## src/include/acsc_pkg.sv

```systemverilog
// package: register map, field layout and states of the channel sequencing configuration block
package acsc_pkg;
    // ------------------------------------------------------------
    // register map
    // ------------------------------------------------------------
    localparam logic [7:0] ADDR_PIN_LEVEL   = 8'h0D;
    localparam logic [7:0] ADDR_HOLDOFF_CFG = 8'h0F;
    localparam logic [7:0] ADDR_SEQ_CFG     = 8'h10;
    localparam logic [7:0] ADDR_CH_CHOICE   = 8'h11;
    localparam logic [7:0] ADDR_SCAN_MASK   = 8'h12;
    localparam logic [7:0] ADDR_ALERT_MASK  = 8'h14;
    localparam logic [7:0] REG_RESET        = 8'h00;
    localparam logic [7:0] SEQ_CFG_WMASK    = 8'h13;
    // ------------------------------------------------------------
    // field layout
    // ------------------------------------------------------------
    localparam int         NUM_CH           = 8;
    localparam int         HOLDOFF_MULT_BIT = 7;
    localparam int         HOLDOFF_SHIFT    = 3;
    localparam int         HOLDOFF_W        = 10;
    localparam int         SEQUENCE_START_BIT_BIT    = 4;
    localparam int         SRC_LSB          = 4;
    localparam logic [1:0] MODE_MANUAL      = 2'h0;
    localparam logic [1:0] MODE_AUTO        = 2'h1;
    localparam logic [3:0] CH_LAST_VALID    = 4'h7;
    // ------------------------------------------------------------
    // types
    // ------------------------------------------------------------
    typedef enum logic {
        ACSC_SEQ_IDLE,
        ACSC_SEQ_RUN
    } acsc_seq_state_t;
endpackage

```

## src/include/acsc_core_if.sv

```systemverilog
// interface: signals shared between the top, the sequencer and the hold-off counter
`timescale 1ns/1ps
`default_nettype none
interface acsc_core_if;
    logic       ce;
    logic [1:0] mode;
    logic       start;
    logic [7:0] scan_mask;
    logic [3:0] manual_ch;
    logic       conv_done;
    logic [3:0] channel;
    logic       active;
    logic       zc_sig;
    logic       zc_conv;
    logic [7:0] holdoff_cfg;
    logic       zc_event;
    logic       blanking;
    modport top  (output ce, mode, start, scan_mask, manual_ch, conv_done,
                  zc_sig, zc_conv, holdoff_cfg,
                  input channel, active, zc_event, blanking);
    modport seq  (input ce, mode, start, scan_mask, manual_ch, conv_done,
                  output channel, active);
    modport hold (input ce, zc_sig, zc_conv, holdoff_cfg,
                  output zc_event, blanking);
endinterface
`default_nettype wire

```

## src/rtl/acsc_seq.sv

```systemverilog
// channel sequencer: manual choice or ascending scan of masked channels
`timescale 1ns/1ps
`default_nettype none
module acsc_seq
    import acsc_pkg::*;
(
    input  wire logic       i_ref_clk,
    input  wire logic       i_rst_n,
    acsc_core_if.seq        bus
);
    acsc_seq_state_t state;
    acsc_seq_state_t next_state;
    logic [3:0]      channel;
    logic [3:0]      next_channel;
    logic            auto_on;
    logic            active;
    logic            next_active;

    // next enabled channel above cur, wrapping past the top
    function automatic logic [3:0] next_after(input logic [2:0] cur, input logic [7:0] mask);
        logic [2:0] idx;
        next_after = {1'b0, cur};
        for (int j = NUM_CH; j >= 1; j--) begin
            idx = 3'(int'(cur) + j);
            if (mask[idx]) begin
                next_after = {1'b0, idx};
            end
        end
    endfunction

    // ------------------------------------------------------------
    // next state
    // ------------------------------------------------------------
    always_comb begin
        auto_on      = (bus.mode == MODE_AUTO) && bus.start && (bus.scan_mask != 8'h00);
        next_state   = state;
        next_channel = channel;
        case (state)
            ACSC_SEQ_IDLE: begin
                if (auto_on) begin
                    next_state   = ACSC_SEQ_RUN;
                    next_channel = next_after(3'h7, bus.scan_mask);
                end else if (bus.mode == MODE_MANUAL) begin
                    next_channel = bus.manual_ch;
                end
            end
            ACSC_SEQ_RUN: begin
                if (!auto_on) begin
                    next_state = ACSC_SEQ_IDLE;
                end else if (bus.conv_done) begin
                    next_channel = next_after(channel[2:0], bus.scan_mask);
                end
            end
            default: begin
                next_state = ACSC_SEQ_IDLE;
            end
        endcase
        // registered so the top output comes straight from a flop
        next_active = (next_state == ACSC_SEQ_RUN);
    end

    always_ff @(posedge i_ref_clk or negedge i_rst_n) begin
        if (!i_rst_n) begin
            state   <= ACSC_SEQ_IDLE;
            channel <= 4'h0;
            active  <= 1'b0;
        end else if (bus.ce) begin
            state   <= next_state;
            channel <= next_channel;
            active  <= next_active;
        end
    end

    assign bus.channel = channel;
    assign bus.active  = active;

    stop_leaves_run_a: assert property (@(posedge i_ref_clk) disable iff (!i_rst_n)
        (bus.ce && state == ACSC_SEQ_RUN && !auto_on) |=> state == ACSC_SEQ_IDLE)
        else $error("sequencer kept running after stop");
    manual_choice_a: assert property (@(posedge i_ref_clk) disable iff (!i_rst_n)
        (bus.ce && state == ACSC_SEQ_IDLE && bus.mode == MODE_MANUAL)
        |=> channel == $past(bus.manual_ch))
        else $error("manual channel not taken");
    scan_first_a: assert property (@(posedge i_ref_clk) disable iff (!i_rst_n)
        (bus.ce && state == ACSC_SEQ_IDLE && auto_on)
        |=> state == ACSC_SEQ_RUN && (($past(bus.scan_mask) >> channel[2:0]) & 8'h01) == 8'h01)
        else $error("scan began on a masked channel");
endmodule
`default_nettype wire

```

## src/rtl/acsc_holdoff.sv

```systemverilog
// zero-crossing event detector with conversion-counted hold-off
`timescale 1ns/1ps
`default_nettype none
module acsc_holdoff
    import acsc_pkg::*;
(
    input  wire logic       i_ref_clk,
    input  wire logic       i_rst_n,
    acsc_core_if.hold       bus
);
    logic                 zc_prev;
    logic                 next_zc_prev;
    logic [HOLDOFF_W-1:0] count;
    logic [HOLDOFF_W-1:0] next_count;
    logic [HOLDOFF_W-1:0] load_val;
    logic                 zc_event;
    logic                 next_zc_event;
    logic                 blanking;
    logic                 next_blanking;

    always_comb begin
        load_val = bus.holdoff_cfg[HOLDOFF_MULT_BIT]
                 ? {bus.holdoff_cfg[6:0], 3'h0}
                 : {3'h0, bus.holdoff_cfg[6:0]};
        next_zc_prev  = bus.zc_sig;
        next_zc_event = 1'b0;
        next_count    = count;
        // a rising crossing counts only once the hold-off has run out
        if (bus.zc_sig && !zc_prev && count == '0) begin
            next_zc_event = 1'b1;
            next_count    = load_val;
        end else if (bus.zc_conv && count != '0) begin
            next_count = count - HOLDOFF_W'(1);
        end
        next_blanking = (next_count != '0);
    end

    always_ff @(posedge i_ref_clk or negedge i_rst_n) begin
        if (!i_rst_n) begin
            zc_prev  <= 1'b0;
            count    <= '0;
            zc_event <= 1'b0;
            blanking <= 1'b0;
        end else if (bus.ce) begin
            zc_prev  <= next_zc_prev;
            count    <= next_count;
            zc_event <= next_zc_event;
            blanking <= next_blanking;
        end
    end

    assign bus.zc_event = zc_event;
    assign bus.blanking = blanking;

    holdoff_blocks_a: assert property (@(posedge i_ref_clk) disable iff (!i_rst_n)
        (bus.ce && count != '0) |=> !zc_event)
        else $error("event raised during hold-off");
    holdoff_load_a: assert property (@(posedge i_ref_clk) disable iff (!i_rst_n)
        (bus.ce && zc_event && $past(bus.ce)) |-> count == ($past(bus.holdoff_cfg[7])
            ? {$past(bus.holdoff_cfg[6:0]), 3'h0} : {3'h0, $past(bus.holdoff_cfg[6:0])}))
        else $error("hold-off count loaded wrong");
endmodule
`default_nettype wire

```

## src/rtl/acsc_top.sv

```systemverilog
// top: configuration registers, pin readback, zero-crossing source and alert gating
`timescale 1ns/1ps
`default_nettype none
module acsc_top
    import acsc_pkg::*;
(
    input  wire logic       i_ref_clk,
    input  wire logic       i_rst_n,
    input  wire logic       i_ce,
    // register port from the serial interface front end
    input  wire logic [7:0] i_reg_addr,
    input  wire logic       i_reg_wr,
    input  wire logic [7:0] i_reg_wdata,
    input  wire logic       i_reg_rd,
    output logic      [7:0] o_reg_rdata,
    // channel pins and pin configuration
    input  wire logic [7:0] i_pin_level,
    input  wire logic [7:0] i_pin_function,
    input  wire logic [7:0] i_pin_dir_out,
    input  wire logic [7:0] i_analog_zc,
    // conversion engine
    input  wire logic       i_conversion_mode_field,
    input  wire logic       i_host_conv_req,
    input  wire logic       i_conv_busy,
    input  wire logic       i_conv_done,
    output logic            o_conv_start,
    output logic      [3:0] o_conv_channel,
    output logic            o_seq_active,
    // zero-crossing and alert
    output logic            o_zc_event,
    output logic            o_zc_blanking,
    input  wire logic [7:0] i_alert_flags,
    output logic            o_alert
);
    acsc_core_if core ();

    // ------------------------------------------------------------
    // configuration registers
    // ------------------------------------------------------------
    logic [7:0] holdoff_cfg;
    logic [7:0] seq_cfg;
    logic [7:0] ch_choice;
    logic [7:0] scan_mask;
    logic [7:0] alert_mask;
    logic [7:0] next_holdoff_cfg;
    logic [7:0] next_seq_cfg;
    logic [7:0] next_ch_choice;
    logic [7:0] next_scan_mask;
    logic [7:0] next_alert_mask;

    always_comb begin
        next_holdoff_cfg = holdoff_cfg;
        next_seq_cfg     = seq_cfg;
        next_ch_choice   = ch_choice;
        next_scan_mask   = scan_mask;
        next_alert_mask  = alert_mask;
        if (i_reg_wr) begin
            case (i_reg_addr)
                ADDR_HOLDOFF_CFG: next_holdoff_cfg = i_reg_wdata;
                ADDR_SEQ_CFG:     next_seq_cfg     = i_reg_wdata & SEQ_CFG_WMASK;
                ADDR_CH_CHOICE:   next_ch_choice   = i_reg_wdata;
                ADDR_SCAN_MASK:   next_scan_mask   = i_reg_wdata;
                ADDR_ALERT_MASK:  next_alert_mask  = i_reg_wdata;
                default: begin
                end
            endcase
        end
    end

    always_ff @(posedge i_ref_clk or negedge i_rst_n) begin
        if (!i_rst_n) begin
            holdoff_cfg <= REG_RESET;
            seq_cfg     <= REG_RESET;
            ch_choice   <= REG_RESET;
            scan_mask   <= REG_RESET;
            alert_mask  <= REG_RESET;
        end else if (i_ce) begin
            holdoff_cfg <= next_holdoff_cfg;
            seq_cfg     <= next_seq_cfg;
            ch_choice   <= next_ch_choice;
            scan_mask   <= next_scan_mask;
            alert_mask  <= next_alert_mask;
        end
    end

    // ------------------------------------------------------------
    // pin synchroniser
    // ------------------------------------------------------------
    logic [7:0] pin_meta;
    logic [7:0] pin_sync;

    always_ff @(posedge i_ref_clk or negedge i_rst_n) begin
        if (!i_rst_n) begin
            pin_meta <= 8'h00;
            pin_sync <= 8'h00;
        end else if (i_ce) begin
            pin_meta <= i_pin_level;
            pin_sync <= pin_meta;
        end
    end

    // ------------------------------------------------------------
    // zero-crossing source
    // ------------------------------------------------------------
    logic [3:0] zc_src;
    logic       zc_src_valid;
    logic       zc_digital;
    logic       zc_sig;

    always_comb begin
        zc_src       = ch_choice[7:SRC_LSB];
        zc_src_valid = (zc_src <= CH_LAST_VALID);
        // a digital input is a general-purpose pin not driven as output
        zc_digital   = i_pin_function[zc_src[2:0]] && !i_pin_dir_out[zc_src[2:0]];
        if (!zc_src_valid) begin
            zc_sig = 1'b0;
        end else if (zc_digital) begin
            zc_sig = pin_sync[zc_src[2:0]];
        end else begin
            zc_sig = i_analog_zc[zc_src[2:0]];
        end
    end

    // ------------------------------------------------------------
    // submodule hookup
    // ------------------------------------------------------------
    assign core.ce          = i_ce;
    assign core.mode        = seq_cfg[1:0];
    assign core.start       = seq_cfg[SEQUENCE_START_BIT_BIT];
    assign core.scan_mask   = scan_mask;
    assign core.manual_ch   = ch_choice[3:0];
    assign core.conv_done   = i_conv_done;
    assign core.zc_sig      = zc_sig;
    assign core.zc_conv     = i_conv_done && zc_src_valid && (o_conv_channel == zc_src);
    assign core.holdoff_cfg = holdoff_cfg;

    acsc_seq u_seq (
        .i_ref_clk (i_ref_clk),
        .i_rst_n   (i_rst_n),
        .bus       (core)
    );

    acsc_holdoff u_holdoff (
        .i_ref_clk (i_ref_clk),
        .i_rst_n   (i_rst_n),
        .bus       (core)
    );

    assign o_conv_channel = core.channel;
    assign o_seq_active   = core.active;
    assign o_zc_event     = core.zc_event;
    assign o_zc_blanking  = core.blanking;

    // ------------------------------------------------------------
    // read data, conversion launch and alert
    // ------------------------------------------------------------
    logic [7:0] next_rdata;
    logic       next_conv_start;
    logic       next_alert;

    always_comb begin
        next_rdata = o_reg_rdata;
        if (i_reg_rd) begin
            case (i_reg_addr)
                ADDR_PIN_LEVEL:   next_rdata = pin_sync;
                ADDR_HOLDOFF_CFG: next_rdata = holdoff_cfg;
                ADDR_SEQ_CFG:     next_rdata = seq_cfg & SEQ_CFG_WMASK;
                ADDR_CH_CHOICE:   next_rdata = ch_choice;
                ADDR_SCAN_MASK:   next_rdata = scan_mask;
                ADDR_ALERT_MASK:  next_rdata = alert_mask;
                default:          next_rdata = 8'h00;
            endcase
        end
        // internal launch fires every other idle cycle so busy can rise in between
        if (i_conversion_mode_field) begin
            next_conv_start = !i_conv_busy && !o_conv_start;
        end else begin
            next_conv_start = i_host_conv_req;
        end
        next_alert = |(i_alert_flags & alert_mask);
    end

    always_ff @(posedge i_ref_clk or negedge i_rst_n) begin
        if (!i_rst_n) begin
            o_reg_rdata  <= 8'h00;
            o_conv_start <= 1'b0;
            o_alert      <= 1'b0;
        end else if (i_ce) begin
            o_reg_rdata  <= next_rdata;
            o_conv_start <= next_conv_start;
            o_alert      <= next_alert;
        end
    end

    // ------------------------------------------------------------
    // checks
    // ------------------------------------------------------------
    pin_readback_a: assert property (@(posedge i_ref_clk) disable iff (!i_rst_n)
        (i_ce && i_reg_rd && i_reg_addr == ADDR_PIN_LEVEL) |=> o_reg_rdata == $past(pin_sync))
        else $error("pin level readback wrong");
    seq_reserved_a: assert property (@(posedge i_ref_clk) disable iff (!i_rst_n)
        (i_ce && i_reg_rd && i_reg_addr == ADDR_SEQ_CFG) |=> (o_reg_rdata & 8'hEC) == 8'h00)
        else $error("reserved sequencing bits read nonzero");
    alert_gate_a: assert property (@(posedge i_ref_clk) disable iff (!i_rst_n)
        (i_ce && (i_alert_flags & alert_mask) == 8'h00) |=> !o_alert)
        else $error("alert raised by a masked channel");
endmodule
`default_nettype wire

```

## config.mk

```make
export PLATFORM = sky130hd
export DESIGN_NAME = acsc_top
export DESIGN_NICKNAME = d
export VERILOG_FILES = /design/src/include/acsc_pkg.sv /design/src/include/acsc_core_if.sv /design/src/rtl/acsc_seq.sv /design/src/rtl/acsc_holdoff.sv /design/src/rtl/acsc_top.sv
export SDC_FILE = /design/constraint.sdc
export NUM_CORES = 1
export LEC_CHECK = 0
export BUFFER_PORTS_ARGS = -buffer_cell sky130_fd_sc_hd__buf_2
export CAP_MARGIN = 40
export CORE_MARGIN = 10
export CORE_UTILIZATION = 57
export CTS_CLUSTER_SIZE = 28
export DETAILED_ROUTE_END_ITERATION = 6
export HOLD_SLACK_MARGIN = 0.03
export PLACE_DENSITY = 0.81
export SETUP_SLACK_MARGIN = 0.4
export SLEW_MARGIN = 20
export SYNTH_ARGS = -nofsm -noshare
export SYNTH_HDL_FRONTEND = slang
export SYNTH_SLANG_ARGS = --single-unit
```

## constraint.sdc

```tcl
create_clock -name i_ref_clk -period 3.7 [get_ports i_ref_clk]
set_clock_uncertainty 0.2 [all_clocks]
set_input_delay 0.185 -clock i_ref_clk [delete_from_list [all_inputs] [get_ports i_ref_clk]]
set_output_delay 0.185 -clock i_ref_clk [all_outputs]
set_load 0.02 [all_outputs]
```

---- Yosys cells after proc, flatten, opt, wreduce, memory -nomap -nowiden ----
Index checks and enable logic that the tools add are counted.
Widths: inputs -> output; s select.
storage, ports and cells
  bits in registers ....................... 79
  logic and storage cells ................. 130
  output and inout port bits .............. 17
  input bits .............................. 65
operators by class
  bitwise operators ....................... 2
  equality and inequality tests ........... 12
  multiplexer cells ....................... 53
  add/sub/neg operators ................... 9
  reduce and logical (&&, ||, !) cells .... 27
  order comparisons ....................... 10
operator list
  operator               number
  $pmux 8 s6             1
  $bmux 1 s3             12
  $lt 3x4->1 const B     9
  $mux 3                 12
  $eq 8x5->1 const B     4
  $mux 10                3
  $reduce_bool 10->1     2
  $mux 1                 18
  $eq 8x4->1 const B     2
  $mux 4                 4
  $reduce_and 3->1       5
  $add 3x3->3 const B    4
  $logic_not 10->1       1
  $sub 10x1->10 const B  1
  $logic_and 1x1->1      9
  $ne 9x9->1 const B     1
  $and 8x8->8            1
  $pmux 4 s2             1
  $reduce_bool 8->1      1
  $reduce_or 8->1        1
  $add 3x1->3 const B    2
  $add 3x2->3 const B    2
  $reduce_and 5->1       1
  $eq 4x4->1             1
  other kinds (10)       15

---- Depth between registers and ports, before layout ----
  depth after elaboration ................. 14
  depth in mapped cells ................... 12
  gate-level depth less buffers ........... 9

---- Modules after synthesis ----
From an unflattened synthesis, not the netlist that was laid out.
unflattened totals
  cell total of the unflattened synthesis .. 512
  area total of the unflattened synthesis .. 5,308.8 µm²
modules (own cells, without submodules)
  module        cells an instance  instances  area each (µm²)  seq. area each (µm²)
  acsc_top      252                1          3,106.7          1,526.5
  acsc_holdoff  130                1          1,114.8          325.3
  acsc_seq      130                1          1,087.3          125.1

---- Least setup slack after synthesis ----
Ideal clock, no wire load.
  kind .................................... register to register
  start ................................... register u_seq.channel[0] (netlist: u_seq.bus.channel[0])
  end ..................................... register u_seq.channel[1] (netlist: u_seq.bus.channel[1])
  data required time ...................... 3,405 ps
  stages on the path, launching flop included .. 12
  path buffers ............................ 3
  arrival ................................. 3,247 ps
  path slack .............................. 158 ps
  path through ............................ dfrtp_1 -> buf_6 -> clkbuf_1 -> inv_1 -> ha_1 -> buf_2 -> mux4_2 -> mux2_2 -> or4_4 -> a211oi_2 -> o21ai_0 -> o31ai_1
on the way
  cells in the longest elaborated chain, start to end .. 13
ends and longest elaborated chain
  item                          RTL line        RTL
  start, declared               acsc_seq.sv:13  logic [3:0] channel;
  start signal, assigned        acsc_seq.sv:69  channel <= next_channel;
  $add 3x3->3                   acsc_seq.sv:24  idx = 3'(int'(cur) + j);
  $bmux 1 s3                    acsc_seq.sv:25  if (mask[idx]) begin
  $mux 1 (not written as such)  acsc_seq.sv:25
  $mux 3 (7 in a row)           acsc_seq.sv:25
  $mux 4                        acsc_seq.sv:50  end else if (bus.conv_done) begin
  $mux 4                        acsc_seq.sv:48  if (!auto_on) begin
  $pmux 4 s2                    acsc_seq.sv:38  case (state)
Several ways; a longest one is shown, not always the timed one. The select of a mux whose other input is x is not followed.
A chain may end at the register's enable or synchronous reset.

---- Worst setup path in the final report ----
  start ................................... register u_seq.channel[1] (netlist: u_seq.bus.channel[1])
  end ..................................... register u_seq.channel[1] (netlist: u_seq.bus.channel[1])
Same word-level chain as after synthesis.

==> summary.txt <==
CTS tree: done
drt wl/cell: 20.6 um
final hold vios: 0
Routed WL: 14,000 um
slowest cell on the critical path: mux4_2
Area Growth Syn to Fin: 18.4%
top cells by area, synth: dfrtp_1 40%, mux2_2 15%, mux2i_1 5.2%
WP data required: 3.76 ns
GPL Wtd Cong: 0.989
EDFF count, synth: 0
final non-filler cell area: 0.00589 mm^2
clock slew at reported path FFs: 0.10 ns
Syn Inst Count: 473
DIE AREA: 0.0129 mm^2
drc violations: 0
RSZ-0062 raised after global routing: false
Sum Neg Setup Slack: 0 ns
post-synthesis area per instance: 10.5 um^2
Seq cells post-synth: 79
fillers: 651
DR pass1 iterations: 5
Fin Hold WS: 0.0482 ns
asr flop ratio synth: 1.00
syn nets: 542
Vias: 4,419
maximum vdd drop: 253 uV
Synth warnings: 0
number of global-route vias before repair: 4,385
clock power share: 0.333
I/O pin cnt: 82
CTS Sinks: 79
post-layout min period: 3.12 ns
synth cell count leaders: 79 x dfrtp_1, 65 x mux2_2, 31 x nand2_1
first-pass GRT wire length: 22,400 um
Multi-input gate area: 0.00282 mm^2
Die Y: 113 um
status: complete, no violations
share of the synthesized area in the top cell type: 0.397
register area share after synthesis: 0.397
H-tree Lvls: 3
initial core utilization: 0.579
clk_lat worst skew: 0.36 ns
Fmax: 0.320 GHz
worst hold path class: in2async
final period utilization: 0.843
DR vias/cell: 6.53
largest net degree at the start of global routing: 62
Synth area leader: dfrtp_1
grt total ovfl: 0
Sequential Power Share: 0.482
Net Sw Power: 0.622 mW
PwrDens: 352 mW/mm^2
DR iter-0 viols: 354
HPWL Detailed: 10,100 um
prevailing post-synth register cell: dfrtp_1
Synth Cell Area: 0.00498 mm^2
DRT antenna net count: 0
Chip Width: 113 um
most frequent cell after synthesis: dfrtp_1
Final #Nets: 633
non-filler instance count after layout: 677
CP top delay family: multiplexers
leakage power total: 2.70 nW
final setup fails: 0
critical path type: reg2reg
buffers added on ports: 81
max-slew violations: 0
Post-DP Area: 0.00546 mm^2
Total GRT Usage: 0.213
max-cap viol count: 0
Post-CTS Resized: 0
Site Rows: 34
Switching Share: 0.299
layout cell share with drive strength beyond 1: 0.325
CP Launch Type: flip-flop
CP Data Arrival Time: 3.18 ns
Antenna diodes: 0
initial antenna violation count: 0
Synth cell types: 61
Setup crit end kind: flip-flop
max incr delay on CP: 0.59 ns
maximum clock insertion buffer count: 2
core footprint: 0.00859 mm^2
cells along the critical path: inv_1 > ha_1 > mux4_2 > mux2_2 > or4_4 > a211oi_2 > o21ai_0 > o31ai_1
root buffer cell: clkbuf_8
Slew @ Worst Pin: 0.847 ns
Critical Path Fanout Max: 9
placed cells: 638
combinational power share: 0.184
Relative slew margins: 0.434
worst path bufs/invs: 1
Cell Int Power: 1.46 mW
register area: 0.00198 mm^2
CTS buffer count: 9
## area by class of cell
| type | count | area share |
|---|---|---|
| clock buffer | 10 | 0.0233 |
| clock inverter | 6 | 0.0123 |
| inverter | 16 | 0.0102 |
| multi-input combinational | 350 | 0.479 |
| sequential | 79 | 0.336 |
| tap | 108 | 0.0229 |
| timing repair buffer | 108 | 0.116 |
## worst reg2reg max path: stages, from the launching register on
cell and delay, ns:
dfrtp_2 0.36, inv_1 0.10, ha_1 0.49, mux4_2 0.59, mux2_2 0.28, or4_4 0.57
a211oi_2 0.24, o21ai_0 0.11, o31ai_1 0.09
## registers in the layout, indices dropped and copies added (netlist names)
register                count
alert_mask                  8
ch_choice                   8
core.holdoff_cfg            8
core.scan_mask              8
o_alert                     1
o_conv_start                1
o_reg_rdata                 8
pin_meta                    8
pin_sync                    8
seq_cfg                     3
u_holdoff.bus.blanking      1
u_holdoff.bus.zc_event      1
u_holdoff.count            10
u_holdoff.zc_prev           1
u_seq.bus.channel           4
u_seq.state                 1
## routing by layer
metal	part of all wire	track usage	up-vias
li1	-	-	1972
met1	0.40	0.261	2185
met2	0.50	0.355	225
met3	0.075	0.0514	37
met4	0.028	0.0753	0
met5	0	0	-
## power by group through the flow
| stage | clock network (mW) | logic [mW] | registers [mW] |
|---|---|---|---|
| 2_1_floorplan | 0 | 0.250 | 0.990 |
| 3_3_place_gp | 0 | 0.337 | 1.02 |
| 3_5_place_dp | 0 | 0.356 | 1.02 |
| 4_1_cts | 0.701 | 0.379 | 1.00 |
| 5_1_grt | 0.728 | 0.421 | 1.01 |
| 6_report | 0.693 | 0.383 | 1.00 |
## logic make-up after synthesis
logic type | after synthesis | share of synthesized area
and+or+nand+nor | 120 | 0.127
AOI/OAI and AO/OA | 112 | 0.162
muxes | 102 | 0.247
DFF | 79 | 0.397
buffers and inverters | 44 | 0.0359
xor gates and xnor gates | 12 | 0.0211
adders and majority gates | 4 | 0.0101
## placed cells by master (no fill, tap or decap), drive strengths merged, types with 5 or more instances in the layout
master / Yosys / routed
buf: 8 / 86
dfrtp: 79 / 79
mux2: 66 / 66
nand2: 31 / 31
mux2i: 26 / 26
nor2: 23 / 23
o21ai: 23 / 23
dlygate4sd3: 0 / 22
inv: 16 / 20
a21oi: 19 / 19
a22o: 14 / 14
a221oi: 12 / 12
nor2b: 11 / 11
nor3: 10 / 10
mux4: 10 / 10
nand3: 10 / 10
clkbuf: 20 / 10
xor2: 6 / 6
xnor2: 6 / 6
nand2b: 5 / 5
nand4: 5 / 5
a221o: 5 / 5
a31oi: 5 / 5
a22oi: 5 / 5
nor4: 5 / 5
## per-stage QoR
stage | total power, mW | utilization | setup slack (ns)
3_5_place_dp | 1.37 | 0.635 | 0.340
4_1_cts | 2.08 | 0.686 | 0.591
5_1_grt | 2.16 | 0.686 | 0.420
2_1_floorplan | 1.24 | - | 0.411
3_3_place_gp | 1.35 | 0.632 | 0.417
6_report | 2.08 | 0.686 | 0.580
## repair_timing
| item | in CTS | in global routing |
|---|---|---|
| hold buffers | 22 | 0 |
| endpoints found under the hold margin | 124 | 0 |
| buffers inserted | 1 | 0 |
| endpoints found under the setup margin | 3 | 0 |
## path summary, 6_finish.rpt
| kind | end | startpoint | depth (start not counted) | slack, ns |
|---|---|---|---|---|
| worst max register to register | u_seq.bus.channel[1] | u_seq.bus.channel[1] | 8 | 0.58 |
| worst min-delay path | pin_meta[1] | i_rst_n | 2 | 0.05 |
| min in group i_ref_clk | seq_cfg[4] | i_reg_wr | 3 | 0.12 |
| max in group asynchronous | u_seq.bus.channel[0] | i_rst_n | 3 | 2.64 |
| worst max-delay path | u_seq.bus.channel[1] | u_seq.bus.channel[1] | 8 | 0.58 |
| worst min register to register | pin_sync[7] | pin_meta[7] | 1 | 0.31 |
Power figures use the tool's default switching activity.
